===== src/cpu_bus_pkg.sv =====
// constants, vectors and sequencer states shared by the bus control block
`default_nettype none

package cpu_bus_pkg;

    // ****************************************
    // widths
    // ****************************************
    localparam int ADDR_W = 16;
    localparam int DATA_W = 8;
    localparam int CNT_W  = 5;
    localparam int SYNC_N = 3;

    // ****************************************
    // timing
    // ****************************************
    localparam int CLK_NS      = 40;
    localparam int CYCLE_NS    = 1000;
    localparam int RDY_LATE_NS = 100;
    // shortest cycle rounds up, late ready window rounds down
    localparam int CYCLE_CLKS    = (CYCLE_NS + CLK_NS - 1) / CLK_NS;
    localparam int PHI1_CLKS     = CYCLE_CLKS / 2;
    localparam int RDY_LATE_RAW  = RDY_LATE_NS / CLK_NS;
    localparam int RDY_LATE_CLKS = (RDY_LATE_RAW < 1) ? 1 : RDY_LATE_RAW;

    localparam logic [CNT_W-1:0] CNT_STEP   = CNT_W'(1);
    localparam logic [CNT_W-1:0] CNT_LAST   = CNT_W'(CYCLE_CLKS - 1);
    localparam logic [CNT_W-1:0] PHI1_LAST  = CNT_W'(PHI1_CLKS - 2);
    localparam logic [CNT_W-1:0] PHI2_START = CNT_W'(PHI1_CLKS);
    localparam logic [CNT_W-1:0] PHI2_LAST  = CNT_W'(CYCLE_CLKS - 2);
    localparam logic [CNT_W-1:0] RDY_SAMPLE = CNT_W'(PHI1_CLKS + RDY_LATE_CLKS);

    // ****************************************
    // pin synchroniser lanes
    // ****************************************
    localparam int IN_READY = 0;
    localparam int IN_IRQ   = 1;
    localparam int IN_GATE  = 2;
    localparam logic [SYNC_N-1:0] SYNC_RESET = 3'h3;

    // ****************************************
    // vectors and stack
    // ****************************************
    localparam logic [ADDR_W-1:0] VEC_IRQ_LO = 16'hFFFE;
    localparam logic [ADDR_W-1:0] VEC_IRQ_HI = 16'hFFFF;
    localparam logic [ADDR_W-1:0] VEC_RST_LO = 16'hFFFC;
    localparam logic [ADDR_W-1:0] VEC_RST_HI = 16'hFFFD;
    localparam logic [DATA_W-1:0] STACK_PAGE = 8'h01;
    localparam logic [DATA_W-1:0] SP_DEC     = 8'h01;
    localparam logic              MASK_RESET = 1'h1;

    typedef enum logic [2:0] {
        ST_RST_LO   = 3'h0,
        ST_RST_HI   = 3'h1,
        ST_RUN      = 3'h2,
        ST_PUSH_PCH = 3'h3,
        ST_PUSH_PCL = 3'h4,
        ST_PUSH_P   = 3'h5,
        ST_VEC_LO   = 3'h6,
        ST_VEC_HI   = 3'h7
    } seq_state_type;

endpackage

`default_nettype wire


===== src/phase_if.sv =====
// phase timing and synchronised pin levels passed from the clock generator
`timescale 1ns/100ps
`default_nettype none

interface phase_if;
    logic phi1;
    logic phi2;
    logic cycle_end;
    logic rdy_window;
    logic rdy_sample;
    logic ready_s;
    logic irq_b_s;
    logic gate_s;

    modport source (
        output phi1,
        output phi2,
        output cycle_end,
        output rdy_window,
        output rdy_sample,
        output ready_s,
        output irq_b_s,
        output gate_s
    );

    modport sink (
        input phi1,
        input phi2,
        input cycle_end,
        input rdy_window,
        input rdy_sample,
        input ready_s,
        input irq_b_s,
        input gate_s
    );
endinterface

`default_nettype wire


===== src/phase_clock_sync.sv =====
// two-phase clock generator and three-stage pin synchronisers
`timescale 1ns/100ps
`default_nettype none

module phase_clock_sync
    import cpu_bus_pkg::*;
(
    input  wire logic clk,
    input  wire logic rst_b,
    input  wire logic ready,
    input  wire logic irq_b,
    input  wire logic data_output_gate,
    phase_if.source   ph
);

    typedef struct packed {
        logic [CNT_W-1:0]  cnt;
        logic              phi1;
        logic              phi2;
        logic [SYNC_N-1:0] s1;
        logic [SYNC_N-1:0] s2;
        logic [SYNC_N-1:0] s3;
        logic [SYNC_N-1:0] stable;
    } gen_state_type;

    localparam gen_state_type GEN_RESET = '{
        cnt:    '0,
        phi1:   1'h0,
        phi2:   1'h0,
        s1:     SYNC_RESET,
        s2:     SYNC_RESET,
        s3:     SYNC_RESET,
        stable: SYNC_RESET
    };

    gen_state_type q;
    gen_state_type n;

    // ****************************************
    // divider and synchronisers
    // ****************************************
    always_comb begin
        n = q;
        // phases come from the divider with a dead clock between them
        n.cnt  = (q.cnt == CNT_LAST) ? '0 : q.cnt + CNT_STEP;
        n.phi1 = (n.cnt <= PHI1_LAST);
        n.phi2 = (n.cnt >= PHI2_START) && (n.cnt <= PHI2_LAST);
        n.s1   = {data_output_gate, irq_b, ready};
        n.s2   = q.s1;
        n.s3   = q.s2;
        // a level counts only once two later stages agree
        for (int i = 0; i < SYNC_N; i++) begin
            if (q.s2[i] == q.s3[i]) begin
                n.stable[i] = q.s2[i];
            end
        end
    end

    always_ff @(posedge clk or negedge rst_b) begin
        if (!rst_b) begin
            q <= GEN_RESET;
        end else begin
            q <= n;
        end
    end

    assign ph.phi1       = q.phi1;
    assign ph.phi2       = q.phi2;
    assign ph.cycle_end  = (q.cnt == CNT_LAST);
    assign ph.rdy_window = (q.cnt <= RDY_SAMPLE);
    assign ph.rdy_sample = (q.cnt == RDY_SAMPLE);
    assign ph.ready_s    = q.stable[IN_READY];
    assign ph.irq_b_s    = q.stable[IN_IRQ];
    assign ph.gate_s     = q.stable[IN_GATE];

endmodule

`default_nettype wire


===== src/cpu_bus_ready_irq_control.sv =====
// bus cycle sequencer with ready stall, data gating and maskable interrupt entry
`timescale 1ns/100ps
`default_nettype none

module cpu_bus_ready_irq_control
    import cpu_bus_pkg::*;
(
    input  wire logic              clk,
    input  wire logic              rst_b,
    input  wire logic              ready,
    input  wire logic              irq_b,
    input  wire logic              data_output_gate,
    input  wire logic [DATA_W-1:0] data_in,
    output logic      [DATA_W-1:0] data_out,
    output logic                   data_oe,
    output logic      [ADDR_W-1:0] addr,
    output logic                   read_write,
    output logic                   phi1_out,
    output logic                   phi2_out,
    output logic                   bus_halted,
    input  wire logic [ADDR_W-1:0] core_addr,
    input  wire logic              core_write,
    input  wire logic [DATA_W-1:0] core_wdata,
    input  wire logic              core_last,
    input  wire logic [ADDR_W-1:0] core_pc,
    input  wire logic [DATA_W-1:0] core_status,
    input  wire logic [DATA_W-1:0] core_sp,
    input  wire logic              core_mask_set,
    input  wire logic              core_mask_clear,
    output logic                   core_ack,
    output logic      [DATA_W-1:0] core_rdata,
    output logic                   vector_valid,
    output logic      [ADDR_W-1:0] vector_addr,
    output logic                   vector_from_reset,
    output logic      [DATA_W-1:0] stack_ptr_out,
    output logic                   irq_mask
);

    typedef struct packed {
        seq_state_type     state;
        logic [ADDR_W-1:0] addr;
        logic              read;
        logic [DATA_W-1:0] wdata;
        logic              last;
        logic              rdy_low;
        logic              halt;
        logic              irq_pend;
        logic              mask;
        logic [ADDR_W-1:0] pc;
        logic [DATA_W-1:0] status;
        logic [DATA_W-1:0] sp;
        logic [DATA_W-1:0] vec_lo;
        logic [DATA_W-1:0] rdata;
        logic              ack;
        logic              vec_valid;
        logic [ADDR_W-1:0] vec;
        logic              from_reset;
        logic [DATA_W-1:0] sp_out;
    } seq_q_type;

    localparam seq_q_type SEQ_RESET = '{
        state:      ST_RST_LO,
        addr:       VEC_RST_LO,
        read:       1'h1,
        wdata:      '0,
        last:       1'h0,
        rdy_low:    1'h0,
        halt:       1'h0,
        irq_pend:   1'h0,
        mask:       MASK_RESET,
        pc:         '0,
        status:     '0,
        sp:         '0,
        vec_lo:     '0,
        rdata:      '0,
        ack:        1'h0,
        vec_valid:  1'h0,
        vec:        '0,
        from_reset: 1'h0,
        sp_out:     '0
    };

    phase_if ph ();

    phase_clock_sync u_phase (
        .clk              (clk),
        .rst_b            (rst_b),
        .ready            (ready),
        .irq_b            (irq_b),
        .data_output_gate (data_output_gate),
        .ph               (ph.source)
    );

    seq_q_type q;
    seq_q_type n;

    // ****************************************
    // bus cycle sequencer
    // ****************************************
    always_comb begin
        logic              stall;
        logic [ADDR_W-1:0] vec_word;
        logic [DATA_W-1:0] sp_next;
        stall    = q.read && q.rdy_low;
        vec_word = {data_in, q.vec_lo};
        sp_next  = q.sp - SP_DEC;
        n = q;
        n.ack       = 1'h0;
        n.vec_valid = 1'h0;
        // ready window runs from phase one start into early phase two
        if (ph.cycle_end) begin
            n.rdy_low = 1'h0;
        end else if (ph.rdy_window && !ph.ready_s) begin
            n.rdy_low = 1'h1;
        end
        // level request, resampled each phase two only while ready high
        if (ph.rdy_sample && ph.ready_s) begin
            n.irq_pend = !ph.irq_b_s;
        end
        if (core_mask_clear) begin
            n.mask = 1'h0;
        end
        if (core_mask_set) begin
            n.mask = 1'h1;
        end
        if (ph.cycle_end) begin
            // writes never stall; a halted read repeats with its address held
            n.halt = stall;
            if (!stall) begin
                n.rdata = data_in;
                case (q.state)
                    ST_RST_LO: begin
                        n.vec_lo = data_in;
                        n.state  = ST_RST_HI;
                        n.addr   = VEC_RST_HI;
                        n.read   = 1'h1;
                    end
                    ST_RST_HI: begin
                        n.mask       = 1'h1;
                        n.state      = ST_RUN;
                        n.vec        = vec_word;
                        n.vec_valid  = 1'h1;
                        n.from_reset = 1'h1;
                        n.addr       = vec_word;
                        n.read       = 1'h1;
                        n.last       = 1'h0;
                    end
                    ST_RUN: begin
                        n.ack = 1'h1;
                        // only at an instruction boundary, mask clear and ready high
                        if (q.last && q.irq_pend && !q.mask && ph.ready_s) begin
                            n.state  = ST_PUSH_PCH;
                            n.pc     = core_pc;
                            n.status = core_status;
                            n.sp     = core_sp;
                            n.addr   = {STACK_PAGE, core_sp};
                            n.read   = 1'h0;
                            n.wdata  = core_pc[ADDR_W-1:DATA_W];
                        end else begin
                            n.addr  = core_addr;
                            n.read  = !core_write;
                            n.wdata = core_wdata;
                            n.last  = core_last;
                        end
                    end
                    ST_PUSH_PCH: begin
                        n.state = ST_PUSH_PCL;
                        n.sp    = sp_next;
                        n.addr  = {STACK_PAGE, sp_next};
                        n.wdata = q.pc[DATA_W-1:0];
                    end
                    ST_PUSH_PCL: begin
                        n.state = ST_PUSH_P;
                        n.sp    = sp_next;
                        n.addr  = {STACK_PAGE, sp_next};
                        n.wdata = q.status;
                    end
                    ST_PUSH_P: begin
                        // set after the clear above, so the entry wins a same-cycle clear
                        n.mask  = 1'h1;
                        n.sp    = sp_next;
                        n.state = ST_VEC_LO;
                        n.addr  = VEC_IRQ_LO;
                        n.read  = 1'h1;
                    end
                    ST_VEC_LO: begin
                        n.vec_lo = data_in;
                        n.state  = ST_VEC_HI;
                        n.addr   = VEC_IRQ_HI;
                    end
                    ST_VEC_HI: begin
                        n.state      = ST_RUN;
                        n.vec        = vec_word;
                        n.vec_valid  = 1'h1;
                        n.from_reset = 1'h0;
                        n.sp_out     = q.sp;
                        n.addr       = vec_word;
                        n.read       = 1'h1;
                        n.last       = 1'h0;
                    end
                    default: begin
                        n.state = ST_RST_LO;
                        n.addr  = VEC_RST_LO;
                        n.read  = 1'h1;
                    end
                endcase
            end
        end
    end

    always_ff @(posedge clk or negedge rst_b) begin
        if (!rst_b) begin
            q <= SEQ_RESET;
        end else begin
            q <= n;
        end
    end

    // ****************************************
    // pins and core side
    // ****************************************
    // gate is taken as given; timing it to phase two is left to the system
    assign data_oe           = !q.read && ph.gate_s;
    assign data_out          = q.wdata;
    assign addr              = q.addr;
    assign read_write        = q.read;
    assign phi1_out          = ph.phi1;
    assign phi2_out          = ph.phi2;
    assign bus_halted        = q.halt;
    assign core_ack          = q.ack;
    assign core_rdata        = q.rdata;
    assign vector_valid      = q.vec_valid;
    assign vector_addr       = q.vec;
    assign vector_from_reset = q.from_reset;
    assign stack_ptr_out     = q.sp_out;
    assign irq_mask          = q.mask;

endmodule

`default_nettype wire


===== config.mk =====
export PLATFORM = sky130hd
export DESIGN_NAME = cpu_bus_ready_irq_control
export DESIGN_NICKNAME = d
export VERILOG_FILES = /design/src/cpu_bus_pkg.sv /design/src/phase_if.sv /design/src/phase_clock_sync.sv /design/src/cpu_bus_ready_irq_control.sv
export SDC_FILE = /design/constraint.sdc
export NUM_CORES = 1
export LEC_CHECK = 0
export BUFFER_PORTS_ARGS = -buffer_cell sky130_fd_sc_hd__buf_2
export CELL_PAD_IN_SITES_DETAIL_PLACEMENT = 1
export CELL_PAD_IN_SITES_GLOBAL_PLACEMENT = 1
export CORE_MARGIN = 4
export CORE_UTILIZATION = 38
export CTS_CLUSTER_DIAMETER = 30
export CTS_CLUSTER_SIZE = 40
export DETAILED_ROUTE_END_ITERATION = 10
export PLACE_DENSITY_LB_ADDON = 0.1
export SLEW_MARGIN = 20
export SYNTH_ARGS = -nofsm -noshare
export SYNTH_HDL_FRONTEND = slang
export SYNTH_SLANG_ARGS = --single-unit
export TNS_END_PERCENT = 5

===== constraint.sdc =====
create_clock -name clk -period 1.9 [get_ports clk]
set_input_delay 0.38 -clock clk [delete_from_list [all_inputs] [get_ports clk]]
set_output_delay 0.38 -clock clk [all_outputs]
set_load 0.03 [all_outputs]

**Yosys cells after proc, flatten, opt, wreduce, memory -nomap -nowiden**

Index checks and enable logic that the tools add are counted.
Widths: inputs -> output; s select.

- Register bits: 127
- Output and inout bits: 65

- $add $sub $neg: 2
- $lt $le $gt $ge: 4
- Equality and inequality tests: 14
- Muxes and demuxes: 22
- Bitwise logic cells: 1
- Reduce and logical (&&, ||, !) cells: 35

Operators with widths:

| cell | count |
|---|---|
| $mux 76 | 2 |
| $pmux 19 s7 | 1 |
| $pmux 18 s2 | 1 |
| $mux 32 | 1 |
| $mux 25 | 1 |
| $mux 24 | 1 |
| $pmux 8 s3 | 1 |
| $reduce_and 3->1 | 6 |
| $mux 8 | 2 |
| $pmux 8 s2 | 1 |
| $eq 3x3->1 const B | 4 |
| $reduce_and 4->1 | 3 |
| $le 5x4->1 const B | 2 |
| $reduce_bool 2->1 | 5 |
| $logic_and 1x1->1 | 8 |
| $sub 8x1->8 const B | 1 |
| $mux 1 | 7 |
| $eq 3x2->1 const B | 2 |
| $reduce_or 2->1 | 3 |
| $add 5x1->5 const B | 1 |
| $eq 5x4->1 const B | 1 |
| $eq 5x5->1 const B | 1 |
| $ge 5x4->1 const B | 1 |
| $le 5x5->1 const B | 1 |
| 13 further kinds | 21 |

**Longest topological paths before layout**

Gate-level depths: netlist of the first run.

- Depth in word-level cells: 7
- Gate-level depth with buffers: 7
- Depth with buffers taken out: 6

**By module**

Synthesis of the first run repeated with hierarchy kept, for this count alone.

- Cell total of the unflattened synthesis: 564
- Area, all modules: 6,105.9 µm²

By module, submodules not included:

| module | times used | cells each | area each (µm²) | seq. area each (µm²) |
|---|---|---|---|---|
| cpu_bus_ready_irq_control | 1 | 499 | 5,281.3 | 2,522.4 |
| phase_clock_sync | 1 | 65 | 824.5 | 485.5 |

**Worst setup path before layout of the first run**

No wires, ideal clock.

- Kind: register to register
- From: register u_phase.q[14] (netlist bit)
- To: register q[35] (netlist bit)
- Library setup time: 0.125 ns
- Data arrival time: 1.770 ns
- Required time: 1.775 ns
- Slack: 0.006 ns
- Stages on the path, launching flop included: 7
- Path buffers: 0
- Path through: dfrtp_1 > inv_1 > ha_1 > and4b_2 > nand2_4 > nor3_4 > mux2_2

- Cells in the longest elaborated chain, start to end: 2

Ends and longest elaborated chain:

| element | line | RTL |
|---|---|---|
| from (decl) | phase_clock_sync.sv:36 | `gen_state_type q;` |
| from (signal assigned) | phase_clock_sync.sv:63 | `q <= n;` |
| $eq 5x5->1 | phase_clock_sync.sv:69 | `assign ph.cycle_end = (q.cnt == CNT_LAST);` |
| $reduce_and 3->1 (no line) | - |  |
| to (signal assigned) | cpu_bus_ready_irq_control.sv:215 | `q <= n;` |
| to (decl) | cpu_bus_ready_irq_control.sv:94 | `seq_q_type q;` |

No other way between the ends.
A chain may end at the register's enable or synchronous reset.

**Worst setup path after layout of the first run**

- From: register u_phase.q[15] (netlist bit)
- To: register q, in the netlist vector_addr[3]

The elaborated chain is that of the path after synthesis.

==> results of run 1 <==
-- stage by stage --
stage / instances / TNS [ns] / worst slack [ns]
detailed placement: 851 / -4.967 / -0.1333
global placement: 851 / -0.9549 / -0.06030
finish: 893 / 0 / 0.09006
floorplan: 539 / 0 / 0.005614
CTS: 889 / 0 / 0.01324
global route: 893 / 0 / 0.004262
-- worst register-to-register path, stage by stage (launching register included) --
cell and delay [ns]:
dfrtp_1 0.40, inv_2 0.08, ha_4 0.15, nand4b_4 0.12
a21oi_4 0.16, buf_12 0.15, buf_4 0.14, nand2_4 0.16
mux2_2 0.33
-- power breakdown --
group / internal [mW] / switching [mW]
sequential: 2.60 / 0.0308
clock: 1.94 / 1.22
combinational: 0.112 / 0.132
total: 4.64 / 1.38
-- flip-flops by register name, indices dropped and copies added, names as in the netlist, 6 cells and up --
name and cells:
stack_ptr_out 8, u_phase.n 6, vector_addr 16, data_out 8
q 38, addr 16, u_phase.q 8, core_rdata 8
-- cells in the final DEF, fill, tap and decap left out, types with 5 or more instances in the layout --
master | Yosys | layout
buf_4 | 59 | 49
nor2_1 | 31 | 31
clkbuf_16 | 0 | 17
buf_2 | 12 | 136
mux2i_1 | 10 | 10
buf_12 | 0 | 7
o21a_1 | 6 | 6
dfstp_2 | 24 | 24
a22oi_1 | 18 | 18
inv_1 | 9 | 7
nand3_1 | 5 | 5
a211oi_1 | 5 | 5
mux2_4 | 10 | 11
mux2_2 | 49 | 48
nor3_1 | 5 | 5
o21ai_0 | 31 | 29
nand2b_1 | 5 | 5
dfrtp_1 | 95 | 95
a21oi_1 | 19 | 19
nand2_1 | 42 | 42
a31oi_1 | 12 | 12
-- layout make-up --
type | instances | share of cell area [%]
sequential | 119 | 39.66
multi-input combinational | 326 | 32.60
timing repair buffer | 195 | 16.10
clock buffer | 18 | 5.658
tap | 211 | 3.481
clock inverter | 14 | 2.013
inverter | 10 | 0.4949
-- routing by layer --
layer | vias to the layer above | part of all wire (%) | global-route usage [%]
met4 | 0 | 1.6 | 6.561
met5 | - | 0 | 0
met2 | 109 | 51 | 32.09
li1 | 2117 | - | -
met1 | 2267 | 42 | 23.12
met3 | 20 | 5.2 | 4.989
-- path summary, 6_finish.rpt --
| kind | cells after the start | endpoint | start | slack [ns] |
|---|---|---|---|---|
| worst max-delay path | 8 | vector_addr[3] | u_phase.q[15] | 0.09 |
| worst min-delay path | 1 | u_phase.n[6] | ready | 0.06 |
| worst max register to register | 8 | vector_addr[3] | u_phase.q[15] | 0.09 |
| worst min register to register | 0 | u_phase.n[3] | u_phase.n[6] | 0.36 |
| max in group asynchronous | 3 | u_phase.ph.irq_b_s | rst_b | 0.80 |
| min in group asynchronous | 2 | vector_addr[12] | rst_b | 0.39 |
-- what timing repair did --
action / 4_1_cts / 5_1_grt
hold buffers: 1 / 0
pin swaps: 1 / 3
hold endpoints to repair: 11 / 0
endpoints found under the setup margin: 59 / 49
buffers inserted: 5 / 5
gates resized for setup: 4 / 9
-- cell families (layout without fill, tap and decap cells) --
kind of cell,count (synthesis),after routing,share of synthesized area [%]
fa+ha+maj,8,8,1.489
simple gates,121,121,10.80
buf+inv,94,237,9.990
flops,119,119,49.72
compound gates,121,121,13.61
xor+xnor,7,7,1.138
mux,69,69,13.26
==> out/results.txt, run 1 <==
Final Skew: 0.006911 ns
via count of the routed design: 4513
overflow left after global routing: 0
share of Yosys cell area claimed by the top area cell type: 39.30%
commonest cells in the synthesized netlist: 95 x dfrtp_1, 59 x buf_4, 49 x mux2_2
detailed placement HPWL: 12080 µm
post-place instance area: 0.006858 mm²
worst hold path type: input pin to flip-flop
number of buffers between clock root and the deepest sink: 2
maximum number of pins on one net before global-route repair: 74
Rows: 45
aggregate global-route resource usage: 18.83%
Slowest cell on crit path: dfrtp_1
Area contributors post-synth: dfrtp_1 39%, dfstp_2 10%, mux2_2 9.1%
Final Util: 49.34%
area delta synth->final: 25.38%
post-detailed-route via-to-cell ratio: 5.054
Sequential Area: 0.003008 mm²
critical path launch point type: flip-flop
status: completed
flop and latch count out of synthesis: 119
number of ports placed on the die boundary: 138
crit end category: flip-flop
clock latency at the later pin of the worst-skew pair: 0.42 ns
Worst-path clk slew: 0.06 ns
synthesized net count: 616
final weighted congestion of routability-driven global placement: 0.8159
cell type contributing the most total cell area after synthesis: dfrtp_1
vias in the first global route: 4875
number of maximum-capacitance constraint violations: 0
Slew HR: 68.46%
number of filler cells placed in the layout: 1695
critical path class: flip-flop to flip-flop
critical path data arrival time: 2.11 ns
Yosys warning count: 0
peak supply drop: 0.0005911 V
most repeated cell in the gate-level netlist after synthesis: dfrtp_1
number of buffers inserted during clock tree synthesis: 17
count of routing violations after the opening detailed-route iteration: 162
final-layout worst hold slack: 0.05695 ns
DIE WIDTH: 134.2 µm
share of the yosys chip area belonging to registers: 49.72%
share of flip-flops with an asynchronous set or reset: 100.0%
Sink Count: 119
routed length per instance: 18.53 µm
delay of the slowest cell on the worst path: 0.40 ns
cells traversed along the worst timing path: inv_2 -> ha_4 -> nand4b_4 -> a21oi_4 -> buf_12 -> buf_4 -> nand2_4 -> mux2_2
post-route standard cell area excluding fillers: 0.007585 mm²
antenna cell count: 0
final antenna-violating net count: 0
worst path bufs/invs: 3
Final Hold Fails: 0
CTS Root Cell: clkbuf_16
power density over the cells: 794.1 mW/mm²
static power due to leakage: 3.548 nW
Vert. Die Dim: 134.2 µm
total die area: 0.01800 mm²
number of buffer cells added on primary ports: 137
router iterations before antenna repair: 4
Tcrit/Tclk final: 95.26%
Critical Path Fanout Max: 17
fraction of final layout cells with drive strength greater than 1: 48.24%
residual DRC count: 0
cell area after synthesis: 0.006050 mm²
count of distinct cell types in the synthesized netlist: 68
area of the core region: 0.01537 mm²
EDFF count, synth: 0
post-layout net count: 746
starting density of the core: 39.36%
count of final max-slew check failures: 0
number of antenna violations at the first check in global routing: 0
Data required, critical path: 2.20 ns
fin crit period: 1.810 ns
PnR Total Power: 6.023 mW
unrepaired setup endpoints after global routing: false
# setup viols final: 0
synthesized instance count: 539
global-route wire length before repair: 26260 µm
multi-input combinational cell area: 0.002472 mm²
Avg Cell Area, Syn: 11.22 µm²
CTS tree: built
aggregate routed wire length: 16550 µm
f_max: 552.5 MHz
most instantiated flip-flop cell in the synthesis netlist: dfrtp_1
# H-tree levels: 4
transition at the pin with the smallest max-transition slack: 0.4731 ns
Largest delay share family, worst path: flip-flops
(Power assumes the default switching activity.)
==> run 2: changes to the inputs <==
--- a/config.mk
+++ b/config.mk
@@ -5,9 +5,10 @@
 export SDC_FILE = /design/constraint.sdc
 export NUM_CORES = 1
 export LEC_CHECK = 0
-export BUFFER_PORTS_ARGS = -buffer_cell sky130_fd_sc_hd__buf_2
+export BUFFER_PORTS_ARGS = -buffer_cell sky130_fd_sc_hd__buf_4
 export CELL_PAD_IN_SITES_DETAIL_PLACEMENT = 1
 export CELL_PAD_IN_SITES_GLOBAL_PLACEMENT = 1
+export CORE_ASPECT_RATIO = 0.9
 export CORE_MARGIN = 4
 export CORE_UTILIZATION = 38
 export CTS_CLUSTER_DIAMETER = 30
==> out/results.txt, run 2 (synthesized netlist as in run 1, its figures left out) <==
status: finished with violations
failing checks: setup timing
number of antenna violations at the first check in global routing: 0 (unchanged)
Largest delay share family, worst path: simple AND/OR/NAND/NOR gates
Tcrit/Tclk final: 100.5% (+5.2 points)
aggregate global-route resource usage: 19.17% (+0.34 points)
number of maximum-capacitance constraint violations: 0 (unchanged)
number of buffers between clock root and the deepest sink: 2 (unchanged)
aggregate routed wire length: 16710 µm (+1.0%)
crit end category: flip-flop
count of final max-slew check failures: 0 (unchanged)
Final Skew: 0.005255 ns (-0.001656 ns)
critical path class: flip-flop to flip-flop
vias in the first global route: 4949 (+1.5%)
starting density of the core: 39.04% (-0.31 points)
number of ports placed on the die boundary: 138 (unchanged)
Critical Path Fanout Max: 16 (-1)
Setup TNS Final: -0.04256 ns (-0.04256 ns)
antenna cell count: 0 (unchanged)
routed length per instance: 19.08 µm (+3.0%)
final antenna-violating net count: 0 (unchanged)
total die area: 0.01801 mm² (about the same)
multi-input combinational cell area: 0.002476 mm² (+0.15%)
Biggest register: q
fin crit period: 1.909 ns (+0.09949 ns)
number of cells on the worst hold path: 1 (unchanged)
fraction of final layout cells with drive strength greater than 1: 47.92% (-0.32 points)
maximum number of pins on one net before global-route repair: 44 (-41%)
static power due to leakage: 3.624 nW (+2.2%)
global-route wire length before repair: 26940 µm (+2.6%)
area of the core region: 0.01549 mm² (+0.81%)
post-layout net count: 738 (-1.1%)
Slew HR: 65.32% (-3.1 points)
post-detailed-route via-to-cell ratio: 5.215 (+3.2%)
worst reg2reg path depth: 6 (-2)
Sink Count: 119 (unchanged)
residual DRC count: 0 (unchanged)
flip-flop count of the largest register, all copies and words added: 38 (unchanged)
final worst slack: -0.009422 ns (-0.09949 ns)
critical path launch point type: flip-flop
Vert. Die Dim: 127.7 µm (-4.8%)
unrepaired setup endpoints after global routing: true
number of filler cells placed in the layout: 1667 (-1.7%)
Sequential Area: 0.003008 mm² (unchanged)
Worst-path clk slew: 0.06 ns (about the same)
final weighted congestion of routability-driven global placement: 0.8177 (+0.22%)
peak supply drop: 0.0007018 V (+19%)
detailed placement HPWL: 12110 µm (+0.23%)
most common cell after layout, fill and taps aside: buf_4
PnR Total Power: 6.266 mW (+4.0%)
area delta synth->final: 30.16%
number of buffer cells added on primary ports: 137 (unchanged)
logic depth of the worst setup path including buffers: 6 (-2)
clock latency at the later pin of the worst-skew pair: 0.41 ns (about the same)
f_max: 523.7 MHz (-5.2%)
worst hold path type: input pin to flip-flop
final-layout worst hold slack: 0.07045 ns (+0.01350 ns)
# H-tree levels: 4 (unchanged)
Worst Min Path Start: ready
RR Endpoint: q[62]
DIE WIDTH: 141 µm (+5.1%)
CTS Root Cell: clkbuf_16
count of routing violations after the opening detailed-route iteration: 217 (+34%)
power density over the cells: 795.8 mW/mm² (+0.21%)
via count of the routed design: 4568 (+1.2%)
Final Hold Fails: 0 (unchanged)
critical path data arrival time: 2.20 ns (+0.09 ns)
number of buffers inserted during clock tree synthesis: 17 (unchanged)
delay of the slowest cell on the worst path: 0.40 ns (about the same)
# setup viols final: 12 (+12)
setup repair bufs after CTS: 0 (-5)
router iterations before antenna repair: 4 (unchanged)
worst path bufs/invs: 1 (-2)
register-to-register setup slack: -0.009 ns (-0.10 ns)
Slowest cell on crit path: dfrtp_1
end point of the most critical hold path: u_phase.n[6]
leading cell types in the layout, fill and taps excluded: 180 x buf_4, 95 x dfrtp_1, 49 x mux2_2
overflow left after global routing: 0 (unchanged)
CTS tree: built
cells traversed along the worst timing path: inv_2 -> ha_4 -> nand4b_4 -> a21oi_4 -> nand3_4 -> mux2_4
worst reg2reg path startpoint: u_phase.q[14]
Rows: 43 (-4.4%)
transition at the pin with the smallest max-transition slack: 0.5201 ns (+0.04703 ns)
Data required, critical path: 2.19 ns (about the same)
==> run 2: cell count changes in the layout (fill, tap and decap cells not counted), sizes merged <==
cell / delta
inv: -1
clkbuf: +3
bufinv: +1
buf: -8
clkinv: -3
==> run 2: worst reg2reg max path, cell delays in order (launching register included) <==
cell and delay (ns):
dfrtp_1 0.40, inv_2 0.10, ha_4 0.15, nand4b_4 0.13, a21oi_4 0.29, nand3_4 0.32, mux2_4 0.40
==> run 2: layer usage <==
layer	track usage, %	up-vias	part of all wire (%)	routed length [µm]
met5	0	-	0	0
met3	5.073	24	5.2	869
met1	24.99	2310	44	7316
met4	6.211	0	1.5	250
li1	-	2110	-	-
met2	31.31	124	50	8274
==> run 2: through the flow <==
step	std cells	worst slack (ns)	instance area, µm²	utilization [%]
final	876	-0.009422	7874	50.82
after global routing	876	-0.1114	7874	50.82
after CTS	876	-0.01673	7848	50.65
after detailed placement	843	-0.07904	7207	46.51
after global placement	843	-0.007062	7207	46.51
after floorplan	539	0.005614	6050	-
==> run 2: how the worst max path moves through the flow <==
stage                        startpoint               end  slack [ns]
after floorplan           u_phase.q[14]             q[35]       0.006
after global placement    u_phase.q[14]  stack_ptr_out[2]      -0.007
after detailed placement  u_phase.q[14]  stack_ptr_out[7]       -0.08
after CTS                 u_phase.q[14]  stack_ptr_out[7]       -0.02
after global routing      u_phase.q[14]  stack_ptr_out[7]       -0.11
final                     u_phase.q[14]             q[62]      -0.009
==> run 2: report_power, final <==
group / internal [mW] / switching [mW]
Sequential: 2.60 / 0.0336
Combinational: 0.161 / 0.135
Clock: 2.17 / 1.17
==> run 2: cell type report <==
class | instances | share of cell area, %
Clock inverter | 11 | 1.875
Timing Repair Buffer | 187 | 18.81
Multi-Input combinational cell | 326 | 31.45
Clock buffer | 21 | 5.975
Sequential cell | 119 | 38.20
Inverter | 10 | 0.4767
Tap cell | 202 | 3.210
==> run 2: repair_timing <==
action	in CTS	in global routing
resized for setup	4	7
hold endpoints to repair	20	0
pin swaps	1	2
setup endpoints to repair	51	55
hold buffers	1	0
==> run 3: changes to the inputs <==
--- a/config.mk
+++ b/config.mk
@@ -5,16 +5,17 @@
 export SDC_FILE = /design/constraint.sdc
 export NUM_CORES = 1
 export LEC_CHECK = 0
+export ABC_AREA = 1
 export BUFFER_PORTS_ARGS = -buffer_cell sky130_fd_sc_hd__buf_4
 export CELL_PAD_IN_SITES_DETAIL_PLACEMENT = 1
 export CELL_PAD_IN_SITES_GLOBAL_PLACEMENT = 1
 export CORE_ASPECT_RATIO = 0.9
 export CORE_MARGIN = 4
-export CORE_UTILIZATION = 38
+export CORE_UTILIZATION = 36
 export CTS_CLUSTER_DIAMETER = 30
 export CTS_CLUSTER_SIZE = 40
 export DETAILED_ROUTE_END_ITERATION = 10
-export PLACE_DENSITY_LB_ADDON = 0.1
+export PLACE_DENSITY = 0.74
 export SLEW_MARGIN = 20
 export SYNTH_ARGS = -nofsm -noshare
 export SYNTH_HDL_FRONTEND = slang
==> out/results.txt, run 3 <==
status: completed
detailed placement HPWL: 13230 µm (+9.3%)
most common cell after layout, fill and taps aside: nand2_1
Rows: 44 (+2.3%)
most instantiated flip-flop cell in the synthesis netlist: dfrtp_1
commonest cells in the synthesized netlist: 195 x nand2_1, 95 x dfrtp_1, 82 x inv_1
worst hold path type: input pin to flip-flop
number of maximum-capacitance constraint violations: 0 (unchanged)
share of Yosys cell area claimed by the top area cell type: 40.16% (+0.86 points)
overflow left after global routing: 0 (unchanged)
# H-tree levels: 4 (unchanged)
vias in the first global route: 5399 (+9.1%)
Area contributors post-synth: dfrtp_1 40%, nand2_1 12%, dfstp_2 11%
maximum number of pins on one net before global-route repair: 51 (+16%)
crit end category: flip-flop
count of routing violations after the opening detailed-route iteration: 254 (+17%)
flip-flop count of the largest register, all copies and words added: 38 (unchanged)
most repeated cell in the gate-level netlist after synthesis: nand2_1
antenna cell count: 0 (unchanged)
number of buffers between clock root and the deepest sink: 2 (unchanged)
Critical Path Fanout Max: 12 (-4)
power density over the cells: 852.8 mW/mm² (+7.2%)
share of flip-flops with an asynchronous set or reset: 100.0% (unchanged)
post-route standard cell area excluding fillers: 0.007740 mm² (-1.7%)
Data required, critical path: 2.20 ns (about the same)
# setup viols final: 0 (-12)
number of buffers inserted during clock tree synthesis: 17 (unchanged)
number of filler cells placed in the layout: 1908 (+14%)
critical path data arrival time: 2.16 ns (-0.04 ns)
f_max: 537.9 MHz (+2.7%)
via count of the routed design: 5093 (+11%)
register-to-register setup slack: 0.04 ns (+0.05 ns)
critical path launch point type: flip-flop
final antenna-violating net count: 0 (unchanged)
flop and latch count out of synthesis: 119 (unchanged)
count of final max-slew check failures: 0 (unchanged)
total die area: 0.01856 mm² (+3.1%)
Vert. Die Dim: 129.7 µm (+1.5%)
share of the yosys chip area belonging to registers: 50.81% (+1.1 points)
Avg Cell Area, Syn: 8.210 µm² (-27%)
router iterations before antenna repair: 4 (unchanged)
synthesized net count: 798 (+30%)
Yosys warning count: 0 (unchanged)
number of antenna violations at the first check in global routing: 0 (unchanged)
transition at the pin with the smallest max-transition slack: 0.3965 ns (-0.1237 ns)
leading cell types in the layout, fill and taps excluded: 192 x nand2_1, 159 x buf_4, 94 x dfrtp_1
synthesized instance count: 721 (+34%)
routed length per instance: 17.43 µm (-8.6%)
fin crit period: 1.859 ns (-0.05037 ns)
Sink Count: 119 (unchanged)
final weighted congestion of routability-driven global placement: 0.8570 (+4.8%)
cell area after synthesis: 0.005919 mm² (-2.2%)
peak supply drop: 0.0006216 V (-11%)
post-detailed-route via-to-cell ratio: 4.841 (-7.2%)
area delta synth->final: 30.75%
starting density of the core: 36.70% (-2.3 points)
Tcrit/Tclk final: 97.84% (-2.7 points)
number of buffer cells added on primary ports: 137 (unchanged)
CTS tree: built
Final Skew: 0.006335 ns (+0.001080 ns)
count of distinct cell types in the synthesized netlist: 32 (-53%)
DIE WIDTH: 143.2 µm (+1.5%)
aggregate routed wire length: 18340 µm (+9.8%)
critical path class: flip-flop to flip-flop
Worst-path clk slew: 0.06 ns (about the same)
post-place instance area: 0.006904 mm² (-4.2%)
residual DRC count: 0 (unchanged)
static power due to leakage: 3.911 nW (+7.9%)
Final Hold Fails: 0 (unchanged)
Slew HR: 73.57% (+8.2 points)
number of ports placed on the die boundary: 138 (unchanged)
post-layout net count: 909 (+23%)
Setup TNS Final: 0 ns (+0.04256 ns)
area of the core region: 0.01613 mm² (+4.1%)
clock latency at the later pin of the worst-skew pair: 0.42 ns (about the same)
aggregate global-route resource usage: 19.97% (+0.80 points)
CTS Root Cell: clkbuf_16
EDFF count, synth: 0 (unchanged)
cell type contributing the most total cell area after synthesis: dfrtp_1
global-route wire length before repair: 28770 µm (+6.8%)
Final Util: 47.98% (-2.8 points)
fraction of final layout cells with drive strength greater than 1: 30.30% (-18 points)
Biggest register: q
## run 3: power by group
group	total [mW]	leakage (nW)	switching [mW]	internal, mW
clock network	3.68	0.329	1.21	2.47
registers	2.60	1.29	0.0195	2.59
logic	0.318	2.29	0.167	0.151
total	6.60	3.91	1.40	5.20
## run 3: stage by stage
step	hold WS, ns	cells	setup slack [ns]	power (mW)
after floorplan	0.08441	721	0.3084	2.721
after global placement	0.3275	1011	-0.0001674	2.948
after detailed placement	0.3373	1011	-0.06681	2.958
after CTS	0.04786	1044	-0.03306	6.670
after global routing	0.04711	1052	-0.03022	6.826
final	0.06503	1052	0.04095	6.601
## run 3: path summary, 6_finish.rpt
| kind | from | end | cells after the start |
|---|---|---|---|
| max | irq_mask | addr[1] | 10 |
| min | data_output_gate | u_phase.n[8] | 1 |
| max reg2reg | irq_mask | addr[1] | 10 |
| min reg2reg | u_phase.n[8] | u_phase.n[5] | 0 |
| max in group asynchronous | rst_b | u_phase.q[3] | 3 |
| min in group asynchronous | rst_b | vector_addr[15] | 2 |
## run 3: layout make-up
class                           count  area, µm²  share of cell area [%]
Sequential cell                   119       3009                   38.88
Multi-Input combinational cell    440       2106                   27.21
Timing Repair Buffer              169       1366                   17.65
Clock buffer                       21      480.5                   6.208
Inverter                           85      325.3                   4.203
Tap cell                          207      259.0                   3.346
Clock inverter                     11      193.9                   2.506
## run 3: cell families after synthesis
logic type      Yosys count  share of synthesized area (%)
buf+inv                 162                          14.27
compound gates          113                          10.40
simple gates            316                          22.57
fa+ha+maj                 7                          1.353
xor+xnor                  4                         0.5919
flops                   119                          50.81
## run 3: timing repair
item / CTS / global route
pin swaps: 0 / 3
gates resized for setup: 4 / 17
hold endpoints to repair: 16 / 0
buffers inserted: 0 / 7
hold buffers: 1 / 0
endpoints found under the setup margin: 41 / 73
gates cloned: 0 / 1
## run 3: critical path: stages (launching register included)
cell	delay [ns]
dfstp_2	0.59
nor2_2	0.07
nand2_2	0.15
clkinvlp_4	0.21
buf_12	0.19
nand2_1	0.11
nand2_1	0.09
nand2_1	0.07
nand3_1	0.06
nand2_1	0.13
nand2_1	0.07
## run 3: metal layers
layer,routed length [µm],track usage (%)
met4,187,4.863
met2,8958,31.88
met5,0,0
met1,8232,26.99
met3,963,5.720
